===== config.mk =====
export PLATFORM = sky130hd
export DESIGN_NAME = uart_frac
export DESIGN_NICKNAME = d
export VERILOG_FILES = /design/src/hw/uart_frac.v
export VERILOG_INCLUDE_DIRS = /design/src /design/src/hw
export SDC_FILE = /design/constraint.sdc
export NUM_CORES = 1
export LEC_CHECK = 0
export ABC_AREA = 1
export BUFFER_PORTS_ARGS = -buffer_cell sky130_fd_sc_hd__buf_2
export CAP_MARGIN = 20
export CORE_MARGIN = 2
export CORE_UTILIZATION = 51
export CTS_CLUSTER_SIZE = 28
export DETAILED_ROUTE_END_ITERATION = 8
export PLACE_DENSITY = 0.66
export SYNTH_ARGS = -nofsm -noshare
export SYNTH_HDL_FRONTEND = slang
export SYNTH_SLANG_ARGS = --single-unit

===== constraint.sdc =====
create_clock -name sys_clk -period 5.3 [get_ports sys_clk]
set_input_delay 0.53 -clock sys_clk [delete_from_list [all_inputs] [get_ports sys_clk]]
set_output_delay 0.53 -clock sys_clk [all_outputs]
set_load 0.03 [all_outputs]

===== src/hw/uart_frac_regs.vh =====
`ifndef UART_FRAC_REGS_VH
`define UART_FRAC_REGS_VH
`define A_DATA 4'h0
`define A_RSR 4'h1
`define A_FLAG 4'h2
`define A_IBRD 4'h3
`define A_FBRD 4'h4
`define A_LCRH 4'h5
`define A_CTL 4'h6
`define A_IFLS 4'h7
`define A_IM 4'h8
`define A_RIS 4'h9
`define A_MIS 4'ha
`define A_ICR 4'hb
`define CTL_RESET 10'h300
`define CTL_EN 0
`define CTL_LBE 7
`define CTL_TXE 8
`define CTL_RXE 9
`define LCRH_BRK 0
`define LCRH_PEN 1
`define LCRH_EPS 2
`define LCRH_STP2 3
`define LCRH_FEN 4
`define LCRH_WLEN 5
`define LCRH_SPS 7
`define IFLS_RESET 6'h12
`define EV_RX 0
`define EV_TX 1
`define EV_RT 2
`define EV_FE 3
`define EV_PE 4
`define EV_BE 5
`define EV_OE 6
`define RT_BITS 8'h20
`endif


===== src/hw/uart_frac.v =====
// Function
// Transmit and receive enabled after reset
// Software disables port before reconfiguring
// Disable finishes the current character first
// Start, data LSB first, parity, stops
// 5-8 bits, parity kinds, 1/2 stops
// Divisor: 16-bit integer, 6-bit fraction
// Sixteen-x tick; tx divides by sixteen
// Divisors take effect on line control write
// 16-entry tx FIFO, 12-bit rx FIFO
// Frames continue while tx FIFO nonempty
// Busy until FIFO empty and shifter done
// Start bit checked on eighth tick
// Data sampled every sixteenth tick
// Framing error on low stop bit
// Rx entries carry overrun/parity/framing/break
// Data read 12 bits, write 8 bits
// FIFOs one deep until FIFO enable
// Selectable thresholds, reset to half
// Latched events ORed into one request
// Mask gates events; raw always readable
// Clear register clears written events
// Receive timeout after 32 idle bits
// Overrun when rx FIFO full; char lost
// Break after line low a full character
// Loopback feeds transmitter into receiver
// Fractional accumulator averages tick period
//
// The address map and the address-and-strobe port were left to the implementer.
`timescale 1ns/1ns
`include "uart_frac_regs.vh"
module uart_frac #(
  parameter DEPTH = 16,
  parameter AW = 4
) (
  input wire sys_clk,
  input wire rst_b,
  input wire [3:0] addr,
  input wire [31:0] wdata,
  input wire wr,
  input wire rd,
  output reg [31:0] rdata,
  input wire serial_receive_line,
  output reg serial_transmit_line,
  output reg irq
);
  reg [15:0] ibrd_q;
  reg [5:0] fbrd_q;
  reg [7:0] lcrh_q;
  reg [15:0] act_int_q;
  reg [5:0] act_frac_q;
  reg [9:0] ctl_q;
  reg [5:0] ifls_q;
  reg [6:0] im_q;
  reg [6:0] ris_q;
  reg [3:0] rsr_q;
  wire en = ctl_q[`CTL_EN];
  wire fifo_enable_bit = lcrh_q[`LCRH_FEN];
  wire [1:0] wlen = lcrh_q[`LCRH_WLEN+1:`LCRH_WLEN];
  wire [3:0] nbits = 4'h5 + {2'b00, wlen};
  // Fractional 16x tick
  reg [15:0] bcnt_q;
  reg [6:0] facc_q;
  reg tick_q;
  wire [6:0] facc_sum = facc_q + {1'b0, act_frac_q};
  always @(posedge sys_clk or negedge rst_b)
  begin
    if (!rst_b)
    begin
      bcnt_q <= 16'h0;
      facc_q <= 7'h0;
      tick_q <= 1'b0;
    end
    else
    begin
      tick_q <= 1'b0;
      if (act_int_q != 16'h0)
      begin
        if (bcnt_q == 16'h0)
        begin
          tick_q <= 1'b1;
          facc_q <= {1'b0, facc_sum[5:0]};
          bcnt_q <= act_int_q - 16'h1 + {15'h0, facc_sum[6]};
        end
        else
          bcnt_q <= bcnt_q - 16'h1;
      end
    end
  end
  // Transmit FIFO
  reg [7:0] tmem [0:DEPTH-1];
  reg [AW-1:0] twp_q, trp_q;
  reg [AW:0] tcnt_q;
  wire [AW:0] tcap = fifo_enable_bit ? DEPTH[AW:0] : {{AW{1'b0}}, 1'b1};
  wire tfull = tcnt_q >= tcap;
  wire tpush = wr && addr == `A_DATA && !tfull;
  wire tpop;
  always @(posedge sys_clk)
  begin
    if (tpush)
      tmem[twp_q] <= wdata[7:0];
  end
  always @(posedge sys_clk or negedge rst_b)
  begin
    if (!rst_b)
    begin
      twp_q <= {AW{1'b0}};
      trp_q <= {AW{1'b0}};
      tcnt_q <= {(AW+1){1'b0}};
    end
    else
    begin
      if (tpush)
        twp_q <= twp_q + 1'b1;
      if (tpop)
        trp_q <= trp_q + 1'b1;
      tcnt_q <= tcnt_q + {{AW{1'b0}}, tpush} - {{AW{1'b0}}, tpop};
    end
  end
  // Transmitter
  localparam T_IDLE = 2'd0;
  localparam T_SHIFT = 2'd1;
  reg [1:0] tst_q;
  reg [11:0] tsh_q;
  reg [3:0] tleft_q;
  reg [3:0] tdiv_q;
  reg txo_q;
  wire [7:0] thead = tmem[trp_q];
  wire [7:0] tmask = 8'hff >> (4'h8 - nbits);
  wire tpar = lcrh_q[`LCRH_SPS] ? ~lcrh_q[`LCRH_EPS] : (^(thead & tmask)) ^ ~lcrh_q[`LCRH_EPS];
  assign tpop = tst_q == T_IDLE && tcnt_q != 0 && en && ctl_q[`CTL_TXE] && tick_q;
  always @(posedge sys_clk or negedge rst_b)
  begin
    if (!rst_b)
    begin
      tst_q <= T_IDLE;
      tsh_q <= 12'hfff;
      tleft_q <= 4'h0;
      tdiv_q <= 4'h0;
      txo_q <= 1'b1;
    end
    else
      case (tst_q)
        T_IDLE:
        begin
          txo_q <= 1'b1;
          if (tpop)
          begin
            // Data, parity, stops from bit 0 up, LSB first; start bit driven directly
            tsh_q <= ({4'h0, thead & tmask} | ({11'h0, lcrh_q[`LCRH_PEN] & tpar} << nbits)
              | (12'hfff << (nbits + {3'h0, lcrh_q[`LCRH_PEN]})) );
            tleft_q <= nbits + {3'h0, lcrh_q[`LCRH_PEN]} + {3'h0, lcrh_q[`LCRH_STP2]} + 4'h1;
            txo_q <= 1'b0;
            tdiv_q <= 4'h0;
            tst_q <= T_SHIFT;
          end
        end
        T_SHIFT:
          if (tick_q)
          begin
            tdiv_q <= tdiv_q + 4'h1;
            if (tdiv_q == 4'hf)
            begin
              // Runs to the end even if disabled
              if (tleft_q == 4'h0)
                tst_q <= T_IDLE;
              else
              begin
                txo_q <= tsh_q[0];
                tsh_q <= {1'b1, tsh_q[11:1]};
                tleft_q <= tleft_q - 4'h1;
              end
            end
          end
        default: tst_q <= T_IDLE;
      endcase
  end
  wire busy = tcnt_q != 0 || tst_q != T_IDLE;
  // Receive line sync and loopback
  reg [1:0] rsync_q;
  always @(posedge sys_clk or negedge rst_b)
  begin
    if (!rst_b)
      rsync_q <= 2'h3;
    else
      rsync_q <= {rsync_q[0], serial_receive_line};
  end
  wire rxin = ctl_q[`CTL_LBE] ? txo_q : rsync_q[1];
  // Receiver
  localparam R_IDLE = 2'd0;
  localparam R_START = 2'd1;
  localparam R_BITS = 2'd2;
  reg [1:0] rst_q;
  reg [3:0] rtk_q;
  reg [3:0] ridx_q;
  reg [9:0] rsh_q;
  reg push_q;
  reg [11:0] pword_q;
  reg [3:0] bkcnt_q;
  wire [3:0] rtotal = nbits + {3'h0, lcrh_q[`LCRH_PEN]} + 4'h1;
  wire [9:0] rfull_sh = {rxin, rsh_q[9:1]} >> (4'ha - rtotal);
  wire [7:0] rdat = rfull_sh[7:0] & tmask;
  wire rpbit = rfull_sh[nbits];
  wire rpar_exp = lcrh_q[`LCRH_SPS] ? ~lcrh_q[`LCRH_EPS] : (^rdat) ^ ~lcrh_q[`LCRH_EPS];
  always @(posedge sys_clk or negedge rst_b)
  begin
    if (!rst_b)
    begin
      rst_q <= R_IDLE;
      rtk_q <= 4'h0;
      ridx_q <= 4'h0;
      rsh_q <= 10'h0;
      push_q <= 1'b0;
      pword_q <= 12'h0;
      bkcnt_q <= 4'h0;
    end
    else
    begin
      push_q <= 1'b0;
      if (tick_q)
        case (rst_q)
          R_IDLE:
            if (!rxin && en && ctl_q[`CTL_RXE])
            begin
              rst_q <= R_START;
              rtk_q <= 4'h0;
            end
          R_START:
          begin
            rtk_q <= rtk_q + 4'h1;
            if (rtk_q == 4'h7)
            begin
              rst_q <= rxin ? R_IDLE : R_BITS;
              rtk_q <= 4'h0;
              ridx_q <= 4'h0;
              bkcnt_q <= 4'h0;
            end
          end
          R_BITS:
          begin
            rtk_q <= rtk_q + 4'h1;
            if (rtk_q == 4'hf)
            begin
              if (ridx_q == rtotal - 4'h1)
              begin
                rst_q <= R_IDLE;
                push_q <= 1'b1;
                // Break, parity, framing in upper bits; overrun added at push
                pword_q <= {1'b0, (bkcnt_q == rtotal - 4'h1) && !rxin,
                  lcrh_q[`LCRH_PEN] && (rpbit != rpar_exp), !rxin, rdat};
              end
              else
              begin
                rsh_q <= {rxin, rsh_q[9:1]};
                ridx_q <= ridx_q + 4'h1;
                bkcnt_q <= bkcnt_q + {3'h0, !rxin};
              end
            end
          end
          default: rst_q <= R_IDLE;
        endcase
    end
  end
  // Receive FIFO
  reg [11:0] rmem [0:DEPTH-1];
  reg [AW-1:0] rwp_q, rrp_q;
  reg [AW:0] rcnt_q;
  wire rfull = rcnt_q >= tcap;
  wire rpush = push_q && !rfull;
  wire rpop = rd && addr == `A_DATA && rcnt_q != 0;
  reg ovr_q;
  always @(posedge sys_clk)
  begin
    if (rpush)
      rmem[rwp_q] <= {ovr_q, pword_q[10:0]};
  end
  always @(posedge sys_clk or negedge rst_b)
  begin
    if (!rst_b)
    begin
      rwp_q <= {AW{1'b0}};
      rrp_q <= {AW{1'b0}};
      rcnt_q <= {(AW+1){1'b0}};
      ovr_q <= 1'b0;
    end
    else
    begin
      if (rpush)
        rwp_q <= rwp_q + 1'b1;
      if (rpop)
        rrp_q <= rrp_q + 1'b1;
      rcnt_q <= rcnt_q + {{AW{1'b0}}, rpush} - {{AW{1'b0}}, rpop};
      if (push_q && rfull)
        ovr_q <= 1'b1;
      else if (rpush)
        ovr_q <= 1'b0;
    end
  end
  // Receive timeout
  reg [11:0] rtcnt_q;
  always @(posedge sys_clk or negedge rst_b)
  begin
    if (!rst_b)
      rtcnt_q <= 12'h0;
    else if (rcnt_q == 0 || push_q || rst_q != R_IDLE)
      rtcnt_q <= 12'h0;
    else if (tick_q && rtcnt_q != {`RT_BITS, 4'h0})
      rtcnt_q <= rtcnt_q + 12'h1;
  end
  wire rt_hit = tick_q && rtcnt_q == {`RT_BITS, 4'h0} - 12'h1;
  // Levels
  function [31:0] lvl;
    input [2:0] sel;
    case (sel)
      3'h0: lvl = DEPTH / 8;
      3'h1: lvl = DEPTH / 4;
      3'h2: lvl = DEPTH / 2;
      3'h3: lvl = DEPTH * 3 / 4;
      default: lvl = DEPTH * 7 / 8;
    endcase
  endfunction
  wire tx_lvl = tcnt_q <= lvl(ifls_q[2:0]);
  wire rx_lvl = rcnt_q >= lvl(ifls_q[5:3]);
  reg tx_lvl_q, rx_lvl_q;
  wire [6:0] ev_set;
  assign ev_set[`EV_RX] = rx_lvl && !rx_lvl_q;
  assign ev_set[`EV_TX] = tx_lvl && !tx_lvl_q;
  assign ev_set[`EV_RT] = rt_hit;
  assign ev_set[`EV_FE] = rpush && pword_q[8];
  assign ev_set[`EV_PE] = rpush && pword_q[9];
  assign ev_set[`EV_BE] = rpush && pword_q[10];
  assign ev_set[`EV_OE] = push_q && rfull;
  wire [6:0] ev_clr = (wr && addr == `A_ICR) ? wdata[6:0] : 7'h0;
  wire rt_empty_clr = rpop && rcnt_q == 1;
  // Registers
  always @(posedge sys_clk or negedge rst_b)
  begin
    if (!rst_b)
    begin
      ibrd_q <= 16'h0;
      fbrd_q <= 6'h0;
      lcrh_q <= 8'h0;
      act_int_q <= 16'h0;
      act_frac_q <= 6'h0;
      ctl_q <= `CTL_RESET;
      ifls_q <= `IFLS_RESET;
      im_q <= 7'h0;
      ris_q <= 7'h0;
      rsr_q <= 4'h0;
      tx_lvl_q <= 1'b0;
      rx_lvl_q <= 1'b0;
      rdata <= 32'h0;
      irq <= 1'b0;
      serial_transmit_line <= 1'b1;
    end
    else
    begin
      tx_lvl_q <= tx_lvl;
      rx_lvl_q <= rx_lvl;
      // Set wins over clear
      ris_q <= ((ris_q & ~ev_clr & ~{4'h0, rt_empty_clr, 2'h0}) | ev_set);
      irq <= |(ris_q & im_q);
      serial_transmit_line <= txo_q;
      if (rpop)
        rsr_q <= rmem[rrp_q][11:8];
      if (wr)
        case (addr)
          `A_RSR: rsr_q <= 4'h0;
          `A_IBRD: ibrd_q <= wdata[15:0];
          `A_FBRD: fbrd_q <= wdata[5:0];
          `A_LCRH:
          begin
            lcrh_q <= wdata[7:0];
            act_int_q <= ibrd_q;
            act_frac_q <= fbrd_q;
          end
          `A_CTL: ctl_q <= {wdata[9:7], 6'h0, wdata[0]};
          `A_IFLS: ifls_q <= wdata[5:0];
          `A_IM: im_q <= wdata[6:0];
          default: ;
        endcase
      rdata <= 32'h0;
      if (rd)
        case (addr)
          `A_DATA: rdata <= {20'h0, rcnt_q != 0 ? rmem[rrp_q] : 12'h0};
          `A_RSR: rdata <= {28'h0, rsr_q[3], rsr_q[2], rsr_q[1], rsr_q[0]};
          `A_FLAG: rdata <= {24'h0, tcnt_q == 0, rcnt_q >= tcap, tfull, rcnt_q == 0,
            busy, 3'h0};
          `A_IBRD: rdata <= {16'h0, ibrd_q};
          `A_FBRD: rdata <= {26'h0, fbrd_q};
          `A_LCRH: rdata <= {24'h0, lcrh_q};
          `A_CTL: rdata <= {22'h0, ctl_q};
          `A_IFLS: rdata <= {26'h0, ifls_q};
          `A_IM: rdata <= {25'h0, im_q};
          `A_RIS: rdata <= {25'h0, ris_q};
          `A_MIS: rdata <= {25'h0, ris_q & im_q};
          default: rdata <= 32'h0;
        endcase
    end
  end
endmodule


==> results by group <==
Cells and area
  • # fillers: 4208
  • Area of the multi-input gates: 8640 µm²
  • # diodes: 0
  • Layout cells sized above 1: 0.0811
  • Reg area: 15200 µm²
  • Nets: 2736
  • Final non-filler cell total: 3327
  • Layout Area Growth over Synthesis: 10.9%

Clock network
  • CTS buffer count: 55
  • Worst-path clk slew: 0.06 ns
  • Longest Clk Path Bufs: 3
  • Clk_lat worst skew: 0.61 ns
  • Root Driver: clkbuf_16
  • TritonCTS Sinks: 541
  • CTS tree: yes
  • Post-CTS setup buffers: 0
  • Post-CTS sizing: 0
  • H-tree depth: 2

Critical path
  • Req. time, crit path: 5.83 ns
  • Largest stage delay, worst path: 0.43 ns
  • CP Capture Type: flop
  • CP Launch Point: lcrh_q[5]$_DFFE_PN0P_
  • Crit path max fanout: 17
  • Startpoint types: flop
  • Setup CP Type: reg2reg
  • Critical path's most frequent cell: inv_1
  • Worst r2r src: lcrh_q[5]$_DFFE_PN0P_
  • FF-to-FF setup slack: 0.78 ns
  • Worst Reg-to-Reg Cells: 18
  • Crit-path slowest cell: fa_1
  • Reg-to-reg endpoint: pword_q[10]$_DFFE_PN0P_
  • Crit-path cells: inv_1, ha_1, inv_1, fa_1, buf_4, inv_1, ha_1, inv_1, ha_1, nor3_1, xor2_1, xor2_1, nand4_1, nor2_1, nand2_1, inv_1, nand2_1, o21ai_1
  • Critical path arrival: 5.05 ns

Status
  • Violated checks: negative hold slack
  • Run status: finished, violations left

Timing
  • Worst clock skew: 0.0155 ns
  • Final Hold Violating Endpoints: 1
  • Highest clock rate: 0.221 GHz
  • Final Max Slew Viols: 0
  • Minimum clock period: 4.52 ns
  • Unrepaired setup endpoints after global routing: no
  • Actual slew at the worst max-slew pin: 1.19 ns
  • Max-slew headroom: 0.187
  • Final period util: 0.852
  • Final setup fails: 0
  • Fin Setup TNS: 0 ns
  • Hold WS: -0.00188 ns

Floorplanning
  • Die Area: 51500 µm²
  • Rows: 81
  • Starting Density: 0.518
  • Die Y: 227 µm
  • I/O pin cnt: 75
  • Core ar.: 49000 µm²
  • Die X: 227 µm

Synthesis
  • Area contributors post-synth: edfxtp_1 (38%), dfrtp_1 (20%), nand2_1 (8.2%)
  • Yosys top cell area share: 0.379
  • Yosys top cell by area: edfxtp_1
  • Syn Area/Cell: 9.79 µm²
  • Mapped Cells: 2587
  • Post-synthesis instance area: 25300 µm²
  • Netlist cell types: 62
  • Seq cells post-synth: 541
  • Warnings from Yosys: 0
  • Main synth FF type: edfxtp_1
  • Post-synth EDFFs: 320
  • Synth top cells by count: nand2_1 (554), edfxtp_1 (320), nor2_1 (272)
  • Post-synth ARST share: 0.409
  • Post-synthesis sequential area ratio: 0.599
  • Most frequent cell after synthesis: nand2_1

Power and ir drop
  • Peak supply drop: 0.297 mV
  • Ratio of total power to cell area: 433 nW/µm²
  • P_leak: 0.0114 µW

Routing
  • Initial DRC count: 1824
  • Antenna viol nets, final: 0
  • Pre-antenna DRT Iters: 6
  • Wirelength per Cell: 18.6 µm
  • Residual DRC: 0
  • Final wirelength: 61.8 mm
  • Via density: 5.50
  • Via count: 18300

Placement
  • HPWL Detailed: 40.2 mm
  • Placer congestion estimate: 0.910
  • PortBufs: 42
  • Placed Cells: 3224

Hold path
  • Hold/Removal Path Class: in2async

Global routing
  • Largest net degree at the start of global routing: 117
  • Vias in the first global route: 17700
  • All-Layer GR Usage: 0.245
  • First-pass GRT wire length: 97.2 mm
  • Initial antenna violation count: 0
  • Final global-route overflow total: 0

Job
  • Max-cap violations: 0
==> layout make-up <==
cell class | instances | share of cell area
sequential | 541 | 0.540
multi-input combinational | 1666 | 0.307
clock buffer | 76 | 0.0550
inverter | 279 | 0.0374
tap | 664 | 0.0296
timing repair buffer | 76 | 0.0182
clock inverter | 25 | 0.0124
==> metrics by stage <==
step | total power [µW] | hold WS (ns) | utilization | cell area [µm²] | worst slack [ns]
floorplan | 7260 | 0.234 | - | 25400 | 1.28
global placement | 8070 | 0.345 | 0.534 | 26200 | 0.918
detailed placement | 8160 | 0.347 | 0.534 | 26200 | 0.807
CTS | 12200 | 0.0184 | 0.573 | 28100 | 0.764
global route | 12900 | 0.0628 | 0.574 | 28100 | 0.210
finish | 12200 | -0.00188 | 0.574 | 28100 | 0.782
==> per-layer routing <==
layer  up-vias  wire length (µm)  track usage
met4         0              2170       0.0923
met5         -                 0            0
met3       116              3950       0.0371
li1       8771                 -            -
met2       566             28800        0.394
met1      8832             26900        0.336
==> state kept, by name, summed over array words and instances (netlist names), 5 cells and up <==
name	count
rmem	192
tmem	128
act_int_q	16
bcnt_q	16
ibrd_q	16
rdata	16
rtcnt_q	12
tsh_q	12
pword_q	11
rsh_q	9
lcrh_q	8
im_q	7
ris_q	7
act_frac_q	6
facc_q	6
fbrd_q	6
ifls_q	6
rcnt_q	5
tcnt_q	5
==> placed cells by master, fill, tap and decap left out, drive strengths merged, types with 17 or more instances in the layout <==
master and count:
inv 276, o21ai 265, clkbuf 76, nand3 145, nand4 25, nor2 275
ha 72, nand2 556, buf 75, o221ai 37, nor3 24, o22ai 21
o211ai 21, a21oi 73, clkinv 17, edfxtp 320, dfstp 20, dfrtp 201
xor2 41
==> cell families after synthesis <==
logic type | after synthesis | synth area share
multiplexers | 3 | 0.00128
flip-flops | 541 | 0.599
AND/OR/NAND/NOR | 1049 | 0.170
XOR/XNOR | 57 | 0.0212
buffers and inverters | 395 | 0.0632
other | 1 | 0.000148
adder cells (fa/ha/maj) | 76 | 0.0387
AO/OA/AOI/OAI | 465 | 0.107
==> worst max-delay path by stage <==
stage	end	slack, ns	depth (start not counted)
3_3_place_gp	pword_q[10]$_DFFE_PN0P_	0.92	18
5_1_grt	pword_q[10]$_DFFE_PN0P_	0.21	18
6_report	pword_q[10]$_DFFE_PN0P_	0.78	18
2_1_floorplan	pword_q[9]$_DFFE_PN0P_	1.28	25
4_1_cts	pword_q[10]$_DFFE_PN0P_	0.76	18
3_5_place_dp	pword_q[10]$_DFFE_PN0P_	0.81	18
==> report_power, final <==
group	internal (µW)	switching (µW)	leakage (µW)
Combinational	975	2090	0.00518
Sequential	4760	291	0.00526
Clock	2430	1630	0.000920
Total	8160	4010	0.0114
==> timing repair <==
action,CTS,global route
endpoints found under the hold margin,1,0
hold buffers,1,0
endpoints found under the setup margin,0,0
==> critical path, delay by kind of cell, from the launching register on <==
kind                     cells  cell delay, ns
AND/OR/NAND/NOR              5            1.00
buffers and inverters        6            1.25
AO/OA/AOI/OAI                1            0.12
flip-flops                   1            0.38
adder cells (fa/ha/maj)      4            1.21
XOR/XNOR                     2            0.47
Note: power is estimated with default switching activity, not from simulation.
